## config.mk

```make
export PLATFORM = sky130hd
export DESIGN_NAME = spbc_top
export DESIGN_NICKNAME = d
export VERILOG_FILES = /design/src/hdl/spbc_pkg.sv /design/src/hdl/spbc_divider.sv /design/src/hdl/spbc_top.sv
export VERILOG_INCLUDE_DIRS = /design/src /design/src/hdl
export SDC_FILE = /design/constraint.sdc
export NUM_CORES = 1
export LEC_CHECK = 0
export BUFFER_PORTS_ARGS = -buffer_cell sky130_fd_sc_hd__buf_4
export CAP_MARGIN = 20
export CORE_ASPECT_RATIO = 0.8
export CORE_MARGIN = 3
export CORE_UTILIZATION = 30
export DETAILED_ROUTE_END_ITERATION = 7
export GPL_TIMING_DRIVEN = 0
export PLACE_DENSITY = 0.58
export SETUP_SLACK_MARGIN = 0.1
export SYNTH_ARGS = -nofsm -noshare
export SYNTH_HDL_FRONTEND = slang
export SYNTH_SLANG_ARGS = --single-unit
```

## constraint.sdc

```tcl
create_clock -name clk_sys_i -period 2.7 [get_ports clk_sys_i]
set_input_delay 0.675 -clock clk_sys_i [delete_from_list [all_inputs] [get_ports clk_sys_i]]
set_output_delay 0.675 -clock clk_sys_i [all_outputs]
set_load 0.05 [all_outputs]
```

## src/hdl/spbc_cfg.svh

```systemverilog
// Register offsets, field positions, reset values and masks of the pin and baud block
`ifndef SPBC_CFG_SVH
`define SPBC_CFG_SVH

`define SPBC_ADDR_W 8
`define SPBC_DATA_W 8

`define SPBC_ADDR_CTRL2 8'h00
`define SPBC_ADDR_BAUD 8'h01
`define SPBC_ADDR_MODE 8'h02
`define SPBC_ADDR_STATUS 8'h03

`define SPBC_CTRL2_RESET 8'h00
`define SPBC_BAUD_RESET 8'h00
`define SPBC_MODE_RESET 8'h00
`define SPBC_READ_ZERO 8'h00

`define SPBC_CTRL2_MASK 8'h1B
`define SPBC_BAUD_MASK 8'h77
`define SPBC_MODE_MASK 8'h07

`define SPBC_FAULT_EN_BIT 4
`define SPBC_DRIVE_EN_BIT 3
`define SPBC_HALT_WAIT_BIT 1
`define SPBC_SINGLE_WIRE_BIT 0

`define SPBC_PRESCALE_HI 6
`define SPBC_PRESCALE_LO 4
`define SPBC_DIVIDE_HI 2
`define SPBC_DIVIDE_LO 0

`define SPBC_ENABLE_BIT 0
`define SPBC_MASTER_BIT 1
`define SPBC_SEL_OUT_EN_BIT 2

`define SPBC_ST_RUN_BIT 0
`define SPBC_ST_HALT_BIT 1
`define SPBC_ST_SCLK_OWN_BIT 2
`define SPBC_ST_MOSI_OWN_BIT 3
`define SPBC_ST_MISO_OWN_BIT 4
`define SPBC_ST_SS_OWN_BIT 5

`endif

```

## src/hdl/spbc_pkg.sv

```systemverilog
// Types shared by the pin and baud block
package spbc_pkg;

    // One pin as seen by the port logic: owned=0 hands it back to general-purpose control
    typedef struct packed {
        logic owned;
        logic drive;
        logic level;
    } spbc_pin_t;

endpackage

```

## src/hdl/spbc_divider.sv

```systemverilog
// One divider stage: pulses on every limit-th step
`timescale 1ns/10ps
module spbc_divider #(
    parameter int W = 4
) (
    input wire logic clk_sys_i,
    input wire logic reset_n_i,
    input wire logic clear_i,
    input wire logic step_i,
    input wire logic [W-1:0] limit_i,
    output logic tick_o
);
    logic [W-1:0] count;
    logic at_end;

    // A limit of zero behaves as one
    assign at_end = (count >= (limit_i - W'(1))) || (limit_i == '0);
    assign tick_o = step_i && at_end;

    always_ff @(posedge clk_sys_i) begin
        if (!reset_n_i || clear_i) begin
            count <= '0;
        end else if (step_i) begin
            if (at_end) begin
                count <= '0;
            end else begin
                count <= count + W'(1);
            end
        end
    end
endmodule

```

## src/hdl/spbc_top.sv

```systemverilog
// Pin role selection and two-stage baud clock for the serial peripheral port
//
// Overview of operation
// - As slave, the select pin is an active-low select input.
// - Master with fault detect off: select pin goes back to general-purpose control.
// - Master with fault detect on: select pin is fault input, or select output if enabled.
// - Fault detect enable (control two, bit 4) has no effect in slave mode.
// - Bit 0 clear uses separate data pins; set uses one shared data wire.
// - Single wire uses the MOSI pin as master, the MISO pin as slave.
// - Single wire: drive enable bit 3 low makes the pin input, high drives it.
// - The single-wire drive enable is ignored with separate pins.
// - Halt-in-wait bit 1 clear keeps clocks in wait; set stops them.
// - The baud register may be read and written at any time.
// - Bits 6 to 4 pick one of eight prescaler divisors of the bus clock.
// - Bits 2 to 0 pick one of eight second-stage divisors giving the bit clock.
// - The baud settings act only in master mode, making the serial clock.
// - With the interface disabled all four pins return to general-purpose control.
// - Serial clock pin is an output as master, an input as slave.
// - Single wire: the unused data pin returns to general-purpose control.
`timescale 1ns/10ps
`include "spbc_cfg.svh"
module spbc_top #(
    parameter logic [7:0][3:0] PRESCALE_TABLE = {4'h8, 4'h7, 4'h6, 4'h5, 4'h4, 4'h3, 4'h2, 4'h1},
    parameter logic [7:0][8:0] DIVIDE_TABLE = {9'h100, 9'h080, 9'h040, 9'h020,
                                               9'h010, 9'h008, 9'h004, 9'h002}
) (
    input wire logic clk_sys_i,
    input wire logic reset_n_i,
    input wire logic [`SPBC_ADDR_W-1:0] addr_i,
    input wire logic [`SPBC_DATA_W-1:0] wr_data_i,
    input wire logic wr_stb_i,
    input wire logic rd_stb_i,
    output logic [`SPBC_DATA_W-1:0] rd_data_o,
    input wire logic wait_mode_i,
    input wire logic tx_bit_i,
    input wire logic select_assert_i,
    input wire logic serial_clock_pin_i,
    input wire logic mosi_pin_i,
    input wire logic miso_pin_i,
    input wire logic select_pin_n_i,
    output spbc_pkg::spbc_pin_t serial_clock_pin_o,
    output spbc_pkg::spbc_pin_t mosi_pin_o,
    output spbc_pkg::spbc_pin_t miso_pin_o,
    output spbc_pkg::spbc_pin_t select_pin_o,
    output logic rx_bit_o,
    output logic serial_clock_in_o,
    output logic select_active_o,
    output logic fault_level_o,
    output logic bit_tick_o,
    output logic clocks_run_o
);
    import spbc_pkg::*;

    logic [7:0] control_two;
    logic [7:0] baud_select;
    logic [7:0] mode_ctrl;
    logic [7:0] status_word;
    logic interface_enable;
    logic master_select;
    logic select_output_enable;
    logic fault_detect_enable;
    logic single_wire_drive_enable;
    logic halt_in_wait;
    logic single_wire_select;
    logic [2:0] baud_prescale_field;
    logic [2:0] baud_divide_field;
    logic halted;
    logic run;
    logic baud_write;
    logic clear;
    logic pre_tick;
    logic div_tick;
    logic serial_clock;
    logic [12:0] total_div;
    logic [12:0] gap_cnt;
    spbc_pin_t next_sclk;
    spbc_pin_t next_mosi;
    spbc_pin_t next_miso;
    spbc_pin_t next_ss;
    logic next_rx;
    logic next_sclk_in;
    logic next_sel_active;
    logic next_fault;

    assign interface_enable = mode_ctrl[`SPBC_ENABLE_BIT];
    assign master_select = mode_ctrl[`SPBC_MASTER_BIT];
    assign select_output_enable = mode_ctrl[`SPBC_SEL_OUT_EN_BIT];
    assign fault_detect_enable = control_two[`SPBC_FAULT_EN_BIT];
    assign single_wire_drive_enable = control_two[`SPBC_DRIVE_EN_BIT];
    assign halt_in_wait = control_two[`SPBC_HALT_WAIT_BIT];
    assign single_wire_select = control_two[`SPBC_SINGLE_WIRE_BIT];
    assign baud_prescale_field = baud_select[`SPBC_PRESCALE_HI:`SPBC_PRESCALE_LO];
    assign baud_divide_field = baud_select[`SPBC_DIVIDE_HI:`SPBC_DIVIDE_LO];

    // Register writes; no state gates them, so the baud divisors can be retuned live
    assign baud_write = wr_stb_i && (addr_i == `SPBC_ADDR_BAUD);

    always_ff @(posedge clk_sys_i) begin
        if (!reset_n_i) begin
            control_two <= `SPBC_CTRL2_RESET;
        end else if (wr_stb_i && (addr_i == `SPBC_ADDR_CTRL2)) begin
            control_two <= wr_data_i & `SPBC_CTRL2_MASK;
        end
    end

    always_ff @(posedge clk_sys_i) begin
        if (!reset_n_i) begin
            baud_select <= `SPBC_BAUD_RESET;
        end else if (baud_write) begin
            baud_select <= wr_data_i & `SPBC_BAUD_MASK;
        end
    end

    always_ff @(posedge clk_sys_i) begin
        if (!reset_n_i) begin
            mode_ctrl <= `SPBC_MODE_RESET;
        end else if (wr_stb_i && (addr_i == `SPBC_ADDR_MODE)) begin
            mode_ctrl <= wr_data_i & `SPBC_MODE_MASK;
        end
    end

    always_comb begin
        status_word = `SPBC_READ_ZERO;
        status_word[`SPBC_ST_RUN_BIT] = clocks_run_o;
        status_word[`SPBC_ST_HALT_BIT] = halted;
        status_word[`SPBC_ST_SCLK_OWN_BIT] = serial_clock_pin_o.owned;
        status_word[`SPBC_ST_MOSI_OWN_BIT] = mosi_pin_o.owned;
        status_word[`SPBC_ST_MISO_OWN_BIT] = miso_pin_o.owned;
        status_word[`SPBC_ST_SS_OWN_BIT] = select_pin_o.owned;
    end

    // Read data stands only in the cycle after the strobe; unmapped offsets read zero
    always_ff @(posedge clk_sys_i) begin
        if (!reset_n_i || !rd_stb_i) begin
            rd_data_o <= `SPBC_READ_ZERO;
        end else if (addr_i == `SPBC_ADDR_CTRL2) begin
            rd_data_o <= control_two;
        end else if (addr_i == `SPBC_ADDR_BAUD) begin
            rd_data_o <= baud_select;
        end else if (addr_i == `SPBC_ADDR_MODE) begin
            rd_data_o <= mode_ctrl;
        end else if (addr_i == `SPBC_ADDR_STATUS) begin
            rd_data_o <= status_word;
        end else begin
            rd_data_o <= `SPBC_READ_ZERO;
        end
    end

    // Wait mode is a level; clocks stop while it stands and halting is allowed
    assign halted = halt_in_wait && wait_mode_i;
    assign run = interface_enable && master_select && !halted;
    // Retuning restarts both stages so the first bit after a change has the new length
    assign clear = !run || baud_write;

    spbc_divider #(
        .W(4)
    ) u_prescale (
        .clk_sys_i(clk_sys_i),
        .reset_n_i(reset_n_i),
        .clear_i(clear),
        .step_i(run),
        .limit_i(PRESCALE_TABLE[baud_prescale_field]),
        .tick_o(pre_tick)
    );

    spbc_divider #(
        .W(9)
    ) u_divide (
        .clk_sys_i(clk_sys_i),
        .reset_n_i(reset_n_i),
        .clear_i(clear),
        .step_i(pre_tick),
        .limit_i(DIVIDE_TABLE[baud_divide_field]),
        .tick_o(div_tick)
    );

    // Serial clock toggles on every bit tick and idles low when stopped
    always_ff @(posedge clk_sys_i) begin
        if (!reset_n_i || !run) begin
            serial_clock <= 1'b0;
        end else if (div_tick) begin
            serial_clock <= !serial_clock;
        end
    end

    always_ff @(posedge clk_sys_i) begin
        if (!reset_n_i) begin
            bit_tick_o <= 1'b0;
            clocks_run_o <= 1'b0;
        end else begin
            bit_tick_o <= div_tick;
            clocks_run_o <= run;
        end
    end

    // Pin roles
    always_comb begin
        next_sclk = '0;
        next_mosi = '0;
        next_miso = '0;
        next_ss = '0;
        next_rx = 1'b0;
        next_sclk_in = 1'b0;
        next_sel_active = 1'b0;
        next_fault = 1'b0;
        if (interface_enable) begin
            next_sclk.owned = 1'b1;
            if (master_select) begin
                next_sclk.drive = 1'b1;
                next_sclk.level = serial_clock;
                if (!single_wire_select) begin
                    next_mosi = '{owned: 1'b1, drive: 1'b1, level: tx_bit_i};
                    next_miso.owned = 1'b1;
                    next_rx = miso_pin_i;
                end else begin
                    next_mosi = '{owned: 1'b1, drive: single_wire_drive_enable, level: tx_bit_i};
                    next_rx = mosi_pin_i;
                end
                if (fault_detect_enable) begin
                    next_ss.owned = 1'b1;
                    if (select_output_enable) begin
                        next_ss.drive = 1'b1;
                        next_ss.level = !select_assert_i;
                    end else begin
                        next_fault = select_pin_n_i;
                    end
                end
            end else begin
                next_sclk_in = serial_clock_pin_i;
                next_ss.owned = 1'b1;
                next_sel_active = !select_pin_n_i;
                if (!single_wire_select) begin
                    next_mosi.owned = 1'b1;
                    next_rx = mosi_pin_i;
                    // Output only while selected, so unselected slaves share the line
                    next_miso = '{owned: 1'b1, drive: !select_pin_n_i, level: tx_bit_i};
                end else begin
                    next_miso = '{owned: 1'b1, drive: single_wire_drive_enable, level: tx_bit_i};
                    next_rx = miso_pin_i;
                end
            end
        end
    end

    always_ff @(posedge clk_sys_i) begin
        if (!reset_n_i) begin
            serial_clock_pin_o <= '0;
            mosi_pin_o <= '0;
            miso_pin_o <= '0;
            select_pin_o <= '0;
        end else begin
            serial_clock_pin_o <= next_sclk;
            mosi_pin_o <= next_mosi;
            miso_pin_o <= next_miso;
            select_pin_o <= next_ss;
        end
    end

    always_ff @(posedge clk_sys_i) begin
        if (!reset_n_i) begin
            rx_bit_o <= 1'b0;
            serial_clock_in_o <= 1'b0;
            select_active_o <= 1'b0;
            fault_level_o <= 1'b0;
        end else begin
            rx_bit_o <= next_rx;
            serial_clock_in_o <= next_sclk_in;
            select_active_o <= next_sel_active;
            fault_level_o <= next_fault;
        end
    end

    // Helper for the bit period check
    assign total_div = 13'(PRESCALE_TABLE[baud_prescale_field] * DIVIDE_TABLE[baud_divide_field]);

    always_ff @(posedge clk_sys_i) begin
        if (!reset_n_i || clear || div_tick) begin
            gap_cnt <= '0;
        end else begin
            gap_cnt <= gap_cnt + 13'h0001;
        end
    end

    a_bit_period: assert property (@(posedge clk_sys_i) disable iff (!reset_n_i)
        (div_tick && !clear) |-> (gap_cnt == total_div - 13'h0001))
        else $error("bit tick period differs from product of divisors");

    a_slave_select_in: assert property (@(posedge clk_sys_i) disable iff (!reset_n_i)
        (interface_enable && !master_select) |=>
        (select_pin_o.owned && !select_pin_o.drive && select_active_o == !$past(select_pin_n_i)))
        else $error("slave select input not followed");

    a_master_ss_free: assert property (@(posedge clk_sys_i) disable iff (!reset_n_i)
        (interface_enable && master_select && !fault_detect_enable) |=> !select_pin_o.owned)
        else $error("select pin kept while fault detect off");

    a_fault_input: assert property (@(posedge clk_sys_i) disable iff (!reset_n_i)
        (interface_enable && master_select && fault_detect_enable && !select_output_enable) |=>
        (select_pin_o.owned && !select_pin_o.drive && fault_level_o == $past(select_pin_n_i)))
        else $error("fault input role wrong");

    a_select_output: assert property (@(posedge clk_sys_i) disable iff (!reset_n_i)
        (interface_enable && master_select && fault_detect_enable && select_output_enable) |=>
        (select_pin_o.drive && select_pin_o.level == !$past(select_assert_i)))
        else $error("select output not driven");

    a_slave_no_fault: assert property (@(posedge clk_sys_i) disable iff (!reset_n_i)
        (interface_enable && !master_select && fault_detect_enable) |=>
        (!select_pin_o.drive && !fault_level_o))
        else $error("fault enable acted in slave mode");

    a_separate_pins: assert property (@(posedge clk_sys_i) disable iff (!reset_n_i)
        (interface_enable && master_select && !single_wire_select) |=>
        (mosi_pin_o.drive && miso_pin_o.owned && !miso_pin_o.drive && rx_bit_o == $past(miso_pin_i)))
        else $error("separate pin roles wrong");

    a_shared_pin: assert property (@(posedge clk_sys_i) disable iff (!reset_n_i)
        (interface_enable && single_wire_select) |=>
        (mosi_pin_o.owned == $past(master_select) && miso_pin_o.owned == !$past(master_select)))
        else $error("shared data pin choice wrong");

    a_shared_drive: assert property (@(posedge clk_sys_i) disable iff (!reset_n_i)
        (interface_enable && single_wire_select) |=>
        ((mosi_pin_o.drive || miso_pin_o.drive) == $past(single_wire_drive_enable)))
        else $error("shared pin drive not per enable");

    a_drive_ignored: assert property (@(posedge clk_sys_i) disable iff (!reset_n_i)
        (interface_enable && master_select && !single_wire_select && !single_wire_drive_enable)
        |=> mosi_pin_o.drive)
        else $error("drive enable acted with separate pins");

    a_wait_halt: assert property (@(posedge clk_sys_i) disable iff (!reset_n_i)
        (halt_in_wait && wait_mode_i) |=> (!clocks_run_o && !bit_tick_o))
        else $error("clocks ran while halted in wait");

    a_wait_run: assert property (@(posedge clk_sys_i) disable iff (!reset_n_i)
        (interface_enable && master_select && !halt_in_wait) |=> clocks_run_o)
        else $error("clocks stopped without halt bit");

    a_baud_readback: assert property (@(posedge clk_sys_i) disable iff (!reset_n_i)
        (wr_stb_i && addr_i == `SPBC_ADDR_BAUD) ##1 (rd_stb_i && addr_i == `SPBC_ADDR_BAUD) |=>
        (rd_data_o == ($past(wr_data_i, 2) & `SPBC_BAUD_MASK)))
        else $error("baud register readback wrong");

    a_slave_no_clock: assert property (@(posedge clk_sys_i) disable iff (!reset_n_i)
        !master_select |=> (!bit_tick_o && !serial_clock_pin_o.drive))
        else $error("slave generated serial clock");

    a_disable_release: assert property (@(posedge clk_sys_i) disable iff (!reset_n_i)
        !interface_enable |=> !(serial_clock_pin_o.owned || mosi_pin_o.owned ||
                                miso_pin_o.owned || select_pin_o.owned))
        else $error("pin held while interface disabled");

    a_master_clock_out: assert property (@(posedge clk_sys_i) disable iff (!reset_n_i)
        (interface_enable && master_select) |=> (serial_clock_pin_o.owned && serial_clock_pin_o.drive))
        else $error("master does not drive serial clock");
endmodule

```

## Word-level counts from Yosys, hierarchy flattened

Memories as Yosys holds them, arrays and structs flattened. A register that Yosys moved wholly into a read port is not among the register bits.
Cells that the tools add are included.

| cells by class | value |
|---|---|
| muxes and demuxes | 25 |
| equal/unequal tests | 3 |
| add/subtract/negate cells | 4 |
| reductions and logical operators | 32 |
| bitwise gates (word level) | 4 |
| multipliers | 0 |
| div/mod/pow operators | 0 |
| shifts and indexed selects | 0 |
| $lt $le $gt $ge | 4 |

Operators with widths:

| operator | count |
|---|---|
| 3-bit 2-to-1 mux | 6 |
| 9-bit 2-to-1 mux | 2 |
| 8-bit by 2-bit equality test with 1-bit output (second input constant) | 2 |
| 6-bit 2-to-1 mux | 2 |
| 9-bit by 1-bit adder with 9-bit output (second input constant) | 1 |
| 9-bit >= comparator | 1 |
| 9-bit logical NOT | 1 |
| 9-bit by 1-bit subtractor with 9-bit output (second input constant) | 1 |
| 8-bit by 1-bit equality test with 1-bit output (second input constant) | 1 |
| 1-bit logical AND | 8 |
| 8-bit logical NOT | 1 |
| 3-bit by 4-bit less-than comparator with 1-bit output (second input constant) | 2 |
| 2-bit 2-to-1 mux | 4 |
| 4-bit 2-to-1 mux | 2 |
| 1-bit logical NOT | 7 |
| 1-bit 2-to-1 mux | 7 |
| 7-bit 2-to-1 mux | 1 |
| 1-bit logical OR | 6 |
| 5-bit 2-to-1 mux | 1 |
| 5-bit AND reduction | 1 |
| 5-bit OR reduction | 1 |
| 4-bit by 1-bit adder with 4-bit output (second input constant) | 1 |
| 4-bit >= comparator | 1 |
| 4-bit logical NOT | 1 |
| other kinds (8) | 11 |

| word-level totals | value |
|---|---|
| latch bits | 0 |
| bits in writable memories | 0 |
| register bits | 53 |
| memories | 2 |
| output and inout port bits | 26 |
| memory bits (read-only) | 104 |
| logic and storage cells | 101 |
| input bits | 27 |

Memories:

| name | words | bits a word | read ports | clocked after Yosys merged registers in | wr ports | RTL line | RTL |
|---|---|---|---|---|---|---|---|
| (no name shown) | 8 | 9 | 1 | 1 | 0 | spbc_top.sv:274 | `assign total_div = 13'(PRESCALE_TABLE[baud_prescale_field] * DIVIDE_TABLE[baud_divide_field]);` |
| (no name shown) | 8 | 4 | 1 | 1 | 0 | spbc_top.sv:274 |  |

## Longest topological paths before layout

Gate-level depths: netlist of the first run.

| logic depth | value |
|---|---|
| depth after elaboration | 7 |
| mapped depth | 10 |
| gate-level depth less buffers | 10 |

## Cells and area by module

A second synthesis of the first run with hierarchy kept.

| unflattened totals | value |
|---|---|
| cells, all modules | 307 |
| area, all modules | 3,071.7 um2 |

Modules (own cells, without submodules):

| module | seq. area each (um2) | area an instance (um2) | cells each | times used |
|---|---|---|---|---|
| spbc_top | 1,021.0 | 1,846.8 | 174 | 1 |
| spbc_divider (u_divide) | 180.2 | 845.8 | 92 | 1 |
| spbc_divider (u_prescale) | 80.1 | 379.1 | 41 | 1 |

## Worst setup path before layout of the first run

No wires, ideal clock.

| timing path | value |
|---|---|
| path type | input to register |
| start | input port addr_i[0] |
| end | register u_prescale.limit_i[2] (netlist name) |
| cell stages on the path | 9 |
| buffers on the path | 2 |
| arrival time | 2.142 ns |
| path slack | 0.435 ns |
| library setup time | 0.123 ns |
| data required time | 2.577 ns |
| cell sequence | buf_2 > nor2b_1 > nand4_1 > clkbuf_1 > mux2i_1 > nor2b_1 > ha_1 > inv_1 > mux2i_1 |

RTL lines:

| element | RTL line | RTL |
|---|---|---|
| from (decl) | spbc_top.sv:29 | `` input wire logic [`SPBC_ADDR_W-1:0] addr_i, `` |

==> flow_summary.json, run 1 <==
{
  "status": "finished clean",
  "worstPathCellList": "inv_1, ha_1, xnor2_1, ha_1, nand2_1, o21ai_1, a31oi_2, buf_2, or3_1, a211oi_2",
  "cts_made_buffers": 9,
  "pin_count": 53,
  "overflow": 0,
  "die-width_um": 116.6,
  "place_hpwl_um": 5278,
  "synthXorXnorAreaFrac": 0.03578,
  "seqCellArea_um2": 1281,
  "synthesis.nets": 357,
  "htreeDepth": 3,
  "final_cells": 495,
  "grt_setup_unrepaired": "false",
  "synth_compound_area_frac": 0.1035,
  "cp.required_ps": 2950,
  "synth_edf_count": 0,
  "grt_pass1_wl_um": 11030,
  "syn_inst": 311,
  "postPlaceCellArea_um2": 3450,
  "critical_path_depth": 10,
  "die_h_um": 94.51,
  "cp-start-kind": "register",
  "clock_path_buffers": 2,
  "dr.pass1.iters": 4,
  "ys_seq_area_frac": 0.4361,
  "muxShareOfSynthArea": 0.06601,
  "p_sw_frac": 0.1863,
  "ys_types": 48,
  "power_density_nw_per_um2": 596.1,
  "synthSimpleGateAreaFrac": 0.2406,
  "root_buffer": "clkbuf_16",
  "track_usage": 0.1287,
  "grt_pass1_vias": 2266,
  "clkTransAtPathRegs_ps": 50,
  "p_comb_frac": 0.029,
  "cpMostUsedCell": "ha_1",
  "slew_headroom": 0.6435,
  "wire_per_inst_um": 14.09,
  "fin_skew_ps": 7.237,
  "cp-end-kind": "register",
  "area.growth.synth_to_final_pct": 30.83,
  "power.total_uw": 2291,
  "syn_area_um2": 2938,
  "dieArea_um2": 11020,
  "worstMarginPinSlew_ps": 534.7,
  "port-buffer-count": 49,
  "clock.fmax_ghz": 0.4094,
  "hold_depth": 2,
  "drive_gt1_frac": 0.2342,
  "utilization": 0.4129,
  "syn_avg_cell_area_um2": 9.446,
  "synth_warnings": 0,
  "core-area_um2": 9309,
  "finalInstanceArea_um2": 3844,
  "wl_um": 6976,
  "setup_viol": 0,
  "crit_arrival_ps": 2690,
  "cts_sinks": 64,
  "slowest_delay_ps": 370,
  "drtIter0Drc": 117,
  "fin_nets": 421,
  "synthAdderAreaFrac": 0.08092,
  "clk_latency_ps": 330,
  "hold_viol": 0,
  "vias": 2431,
  "whs_ps": 463.1,
  "switchingPower_uw": 427.0,
  "cts_hold_buf": 0,
  "period_needed_ps": 2443,
  "antenna_found_initial": 0,
  "vdd.ir_drop.worst_mv": 0.3251,
  "synth_flop_cell": "dfxtp_1",
  "ys_seq_elements": 64,
  "cp_slowest_cell": "or3_1",
  "place.gp.congestion": 0.7349,
  "grt_max_degree": 11,
  "cts_tree": "done",
  "p_int_uw": 1864,
  "seqPwrFrac": 0.413,
  "viasPerCell": 4.911,
  "final_max_slew_viol_count": 0,
  "path_buf_inv": 2,
  "drc": 0,
  "async_flop_share": 0,
  "num_rows": 31,
  "p_clk_frac": 0.558,
  "floorplan.initialDensity": 0.3156,
  "cp_max_fo": 10,
  "postRouteAntennaNets": 0,
  "criticalPathCategory": "reg -> reg",
  "p_leak_uw": 0.001622,
  "min_path_type": "reg -> reg",
  "maxCapViolations": 0,
  "dpl.cell_count": 475,
  "synth_top_family_by_area": "simple AND/OR/NAND/NOR gates",
  "cp_top_family": "compound AO/OA/AOI/OAI gates",
  "post-route-period-util": 0.9047,
  "multiInputGateArea_um2": 1582,
  "ff2ff_path_depth": 10,
  "fillers": 919,
  "n_antenna_cell": 0
}
-- Yosys cell counts (all sizes together) (2+ instances only) --
library cell / count / area (um^2)
dfxtp: 64 / 1281
nor2: 26 / 97.59
nand2: 23 / 91.34
ha: 19 / 237.7
nor2b: 19 / 118.9
a21oi: 16 / 91.34
mux2i: 16 / 160.2
inv: 14 / 52.55
nand3: 9 / 45.04
o21ai: 9 / 45.04
and3: 8 / 50.05
nor3: 7 / 35.03
nor3b: 7 / 52.55
a211oi: 6 / 50.05
nand4: 6 / 37.54
xnor2: 6 / 52.55
xor2: 6 / 52.55
buf: 5 / 32.53
a31oi: 4 / 31.28
and2: 4 / 25.02
clkbuf: 4 / 15.01
nand2b: 3 / 18.77
nand4b: 3 / 26.28
o31ai: 3 / 22.52
or4: 3 / 22.52
a2111oi: 2 / 17.52
and3b: 2 / 17.52
nand4bb: 2 / 22.52
nor4: 2 / 12.51
or3: 2 / 12.51
-- layout by cell type, fill, tap and decap left out, types with 5 or more instances in the layout --
cell,n
a211oi_1,5
nor3b_1,7
a21oi_1,12
nor2b_1,19
buf_4,56
xnor2_1,6
xor2_1,6
clkbuf_16,9
mux2i_1,16
o21ai_1,6
dfxtp_1,64
nor3_1,6
nand4_1,6
nand3_1,9
ha_1,19
and3_1,8
nand2_1,21
nor2_1,26
clkbuf_1,6
inv_1,13
-- worst reg2reg max path, cell delays in order, from the launching register on --
cell and delay (ps):
dfxtp_1 330, inv_1 60, ha_1 220, xnor2_1 130
ha_1 290, nand2_1 50, o21ai_1 280, a31oi_2 200
buf_2 230, or3_1 370, a211oi_2 210
-- final cells by class --
type,count,area share
multi-input cells,223,0.4115
flip-flops and latches,64,0.3333
repair buffers,53,0.1035
clock buffers,14,0.07129
well taps,115,0.03743
clock inverters,2,0.01562
inverters,15,0.01497
plain buffers,9,0.01237
-- state kept, by name, indices dropped and copies added (netlist names), 3 cells and up --
name	count
u_divide.count	9
u_divide.limit_i	8
rd_data_o	7
baud_select	6
control_two	4
u_prescale.count	4
u_prescale.limit_i	4
miso_pin_o	3
mode_ctrl	3
mosi_pin_o	3
select_pin_o	3
serial_clock_pin_o	3
-- per-stage QoR --
step           TNS (ps)  worst slack, ps
6_report              0            257.2
5_1_grt               0            101.3
4_1_cts               0            87.65
3_5_place_dp     -216.2           -112.4
3_3_place_gp     -135.9           -73.34
2_1_floorplan         0            435.3
-- routing by layer --
metal / routed length, um / up-vias / global-route usage
met5: 0 / - / 0
met4: 91 / 0 / 0.05062
met3: 353 / 8 / 0.03780
met2: 3030 / 52 / 0.1829
met1: 3502 / 1143 / 0.1823
li1: - / 1228 / -
-- power groups by stage --
stage / Combinational [uW] / Clock (uW) / Sequential [uW]
4_1_cts: 66.8 / 1300 / 946
5_1_grt: 72.2 / 1330 / 946
2_1_floorplan: 25.1 / 0 / 966
3_5_place_dp: 66.4 / 0 / 966
3_3_place_gp: 65.8 / 0 / 966
6_report: 67.0 / 1280 / 947
-- worst paths after layout --
kind                                 startpoint                              to  slack, ps
setup / recovery  u_prescale.limit_i[0]$_DFF_P_  u_divide.count[7]$_SDFFE_PP0P_        260
hold reg to reg     baud_select[6]$_SDFFE_PN0P_         rd_data_o[6]$_SDFF_PP0_        460
setup reg to reg  u_prescale.limit_i[0]$_DFF_P_  u_divide.count[7]$_SDFFE_PP0P_        260
hold / removal      baud_select[6]$_SDFFE_PN0P_         rd_data_o[6]$_SDFF_PP0_        460
-- kinds of logic after synthesis --
logic type / after synthesis
AOI/OAI and AO/OA: 45
muxes: 18
other: 1
buffers and inverters: 24
xor gates and xnor gates: 12
and+or+nand+nor: 128
adders and majority gates: 19
DFF: 64
-- repair_timing --
item | 4_1_cts | 5_1_grt
resized for setup | 1 | 4
pin swaps | 0 | 1
setup endpoints to repair | 1 | 13
setup buffers | 0 | 4
cloned | 0 | 0
(Power assumes the default switching activity.)
==> run 2: changes to the inputs <==
--- a/config.mk
+++ b/config.mk
@@ -17,4 +17,5 @@
 export SETUP_SLACK_MARGIN = 0.1
 export SYNTH_ARGS = -nofsm -noshare
 export SYNTH_HDL_FRONTEND = slang
+export SYNTH_HIERARCHICAL = 1
 export SYNTH_SLANG_ARGS = --single-unit
==> run 2 against run 1 <==
  * Final area is 4.7% higher
  * Flip-flop and latch count stayed put
  * Clock skew is 4.2 ps lower
  * Maximum frequency is 1.4% higher
  * Largest cell class unchanged
  * Largest power group unchanged
==> flow_summary.json, run 2 <==
{
  "status": "finished clean",
  "post-route-period-util": 0.8919,
  "criticalPathCategory": "reg -> reg",
  "grt_max_degree": 11,
  "drive_gt1_frac": 0.2756,
  "viasPerCell": 4.644,
  "grt_setup_unrepaired": "false",
  "final_cells": 517,
  "worstMarginPinSlew_ps": 588.3,
  "cp_max_fo": 4,
  "drc": 0,
  "htreeDepth": 3,
  "wire_per_inst_um": 13.41,
  "drtIter0Drc": 120,
  "cts_tree": "done",
  "crit_arrival_ps": 2620,
  "final_common_cell": "dfxtp_1",
  "dr.pass1.iters": 4,
  "p_comb_frac": 0.036,
  "syn_inst": 307,
  "ff2ff_path_depth": 11,
  "dpl.cell_count": 495,
  "route.met2.wl_um": 3094,
  "postRouteAntennaNets": 0,
  "synth_warnings": 6,
  "clock_path_buffers": 2,
  "vdd.ir_drop.worst_mv": 0.2859,
  "wl_met3_um": 347,
  "p_leak_uw": 0.001647,
  "setup_viol": 0,
  "n_antenna_cell": 0,
  "root_buffer": "clkbuf_16",
  "antenna_found_initial": 0,
  "die-width_um": 119.1,
  "grt_pass1_vias": 2278,
  "fin_skew_ps": 3.061,
  "yosys.area.top_type": "dfxtp_1",
  "async_flop_share": 0,
  "clkTransAtPathRegs_ps": 50,
  "wl_um": 6931,
  "utilization": 0.4102,
  "syn_avg_cell_area_um2": 10.01,
  "yosys-top-cells-area": "dfxtp_1 42%, ha_1 7.3%, mux2i_1 4.2%, nor2b_1 3.7%, xnor2_1 2.9%",
  "syn_area_um2": 3072,
  "port-buffer-count": 50,
  "floorplan.initialDensity": 0.3131,
  "die_h_um": 96.51,
  "met1_length_um": 3431,
  "cp-end-kind": "register",
  "track_usage": 0.1233,
  "multiInputGateArea_um2": 1698,
  "vias": 2401,
  "grt_pass1_wl_um": 11250,
  "fillers": 983,
  "cp.required_ps": 2910,
  "core-area_um2": 9809,
  "place.gp.congestion": 0.8500,
  "final_cell_mix": "63 x dfxtp_1, 56 x buf_4, 18 x nor2b_1",
  "synth_flop_cell": "dfxtp_1",
  "seqCellArea_um2": 1282,
  "min_path_type": "reg -> reg",
  "ys_seq_area_frac": 0.4171,
  "seqPwrFrac": 0.425,
  "synth_edf_count": 0,
  "hold_depth": 1,
  "cts_made_buffers": 9,
  "switchingPower_uw": 427.9,
  "overflow": 0,
  "cts_sinks": 64,
  "area.growth.synth_to_final_pct": 31.00,
  "slew_headroom": 0.6078,
  "ys_seq_elements": 64,
  "p_clk_frac": 0.539,
  "cp-start-kind": "register",
  "synth_top_area_frac": 0.4171,
  "pin_count": 53,
  "period_needed_ps": 2408,
  "dieArea_um2": 11500,
  "p_int_uw": 1799,
  "hold_viol": 0,
  "maxCapViolations": 0,
  "num_rows": 32,
  "clock.fmax_ghz": 0.4153,
  "top_layer_used": "met4",
  "power_density_nw_per_um2": 553.4,
  "hold_start": "serial_clock$_SDFFE_PP0P_",
  "final_max_slew_viol_count": 0,
  "ys_top_cells_by_count": "64 x dfxtp_1, 18 x ha_1, 18 x nor2b_1",
  "clk_latency_ps": 320,
  "fin_nets": 421,
  "yosysMostFrequentCell": "dfxtp_1",
  "p_sw_frac": 0.1922,
  "ys_types": 56,
  "place_hpwl_um": 5389
}
## run 2: changes by cell type after synthesis, sizes merged, moves of 4 or more
cell	previous run	this run
a21boi	0	4
xnor2	6	10
o21ai	9	3
nand4	6	10
nand2	23	17
nand2b	3	12
nor2	26	14
## run 2: stage by stage
stage | area, um^2 | setup slack [ps] | power [uW] | hold WS (ps) | TNS, ps
after floorplan | 3079 | 192.0 | 1002 | 431.4 | 0
after global placement | 3625 | -79.04 | 1044 | 469.2 | -79.04
after detailed placement | 3625 | -170.3 | 1044 | 475.8 | -171.7
after CTS | 3983 | 211.4 | 2257 | 487.6 | 0
after global routing | 4024 | 82.47 | 2305 | 503.9 | 0
final | 4024 | 292.0 | 2227 | 483.2 | 0
## run 2: power by group through the flow
stage	logic [uW]	clock network (uW)	registers, uW
6_report	79.3	1200	947
5_1_grt	86.7	1270	945
4_1_cts	78.5	1230	946
3_5_place_dp	77.9	0	966
3_3_place_gp	77.9	0	966
2_1_floorplan	35.1	0	966
## run 2: final timing paths
path	to	slack [ps]
max reg2reg	serial_clock$_SDFFE_PP0P_	290
max	serial_clock$_SDFFE_PP0P_	290
min reg2reg	serial_clock_pin_o[0]$_SDFF_PN0_	480
min	serial_clock_pin_o[0]$_SDFF_PN0_	480
## run 2: cell type report
| type | instances | share of cell area |
|---|---|---|
| plain buffers | 10 | 0.01430 |
| clock buffers | 14 | 0.07058 |
| clock inverters | 2 | 0.008706 |
| inverters | 17 | 0.01586 |
| multi-input cells | 218 | 0.4220 |
| flip-flops and latches | 64 | 0.3187 |
| well taps | 136 | 0.04229 |
| repair buffers | 56 | 0.1076 |
## run 2: per-layer routing
metal,up-vias,global-route usage
met5,-,0
met1,1137,0.1754
li1,1211,-
met4,0,0.03568
met3,8,0.03783
met2,45,0.1791
## run 2: what timing repair did
action / in CTS / in global routing
hold buffers: 0 / 0
buffers inserted: 2 / 4
gates cloned: 0 / 0
endpoints found under the setup margin: 8 / 7
resized for setup: 2 / 4
pin swaps: 2 / 7
## run 2: critical path, stage by stage (launching register included)
cell and delay [ps]:
dfxtp_2 320, inv_1 60, ha_2 180, nor3b_4 270
nand2_1 100, xnor2_1 140, ha_1 300, a21boi_2 170
a311oi_4 340, a21boi_4 120, xor2_1 150, and3_1 150
## run 2: cell families after synthesis
group,Yosys count,share of synthesized area
mux,18,0.06232
fa+ha+maj,18,0.07332
flops,64,0.4171
simple gates,120,0.2420
other cells,1,0.001221
compound gates,41,0.1132
xor+xnor,18,0.05132
buf+inv,27,0.03951
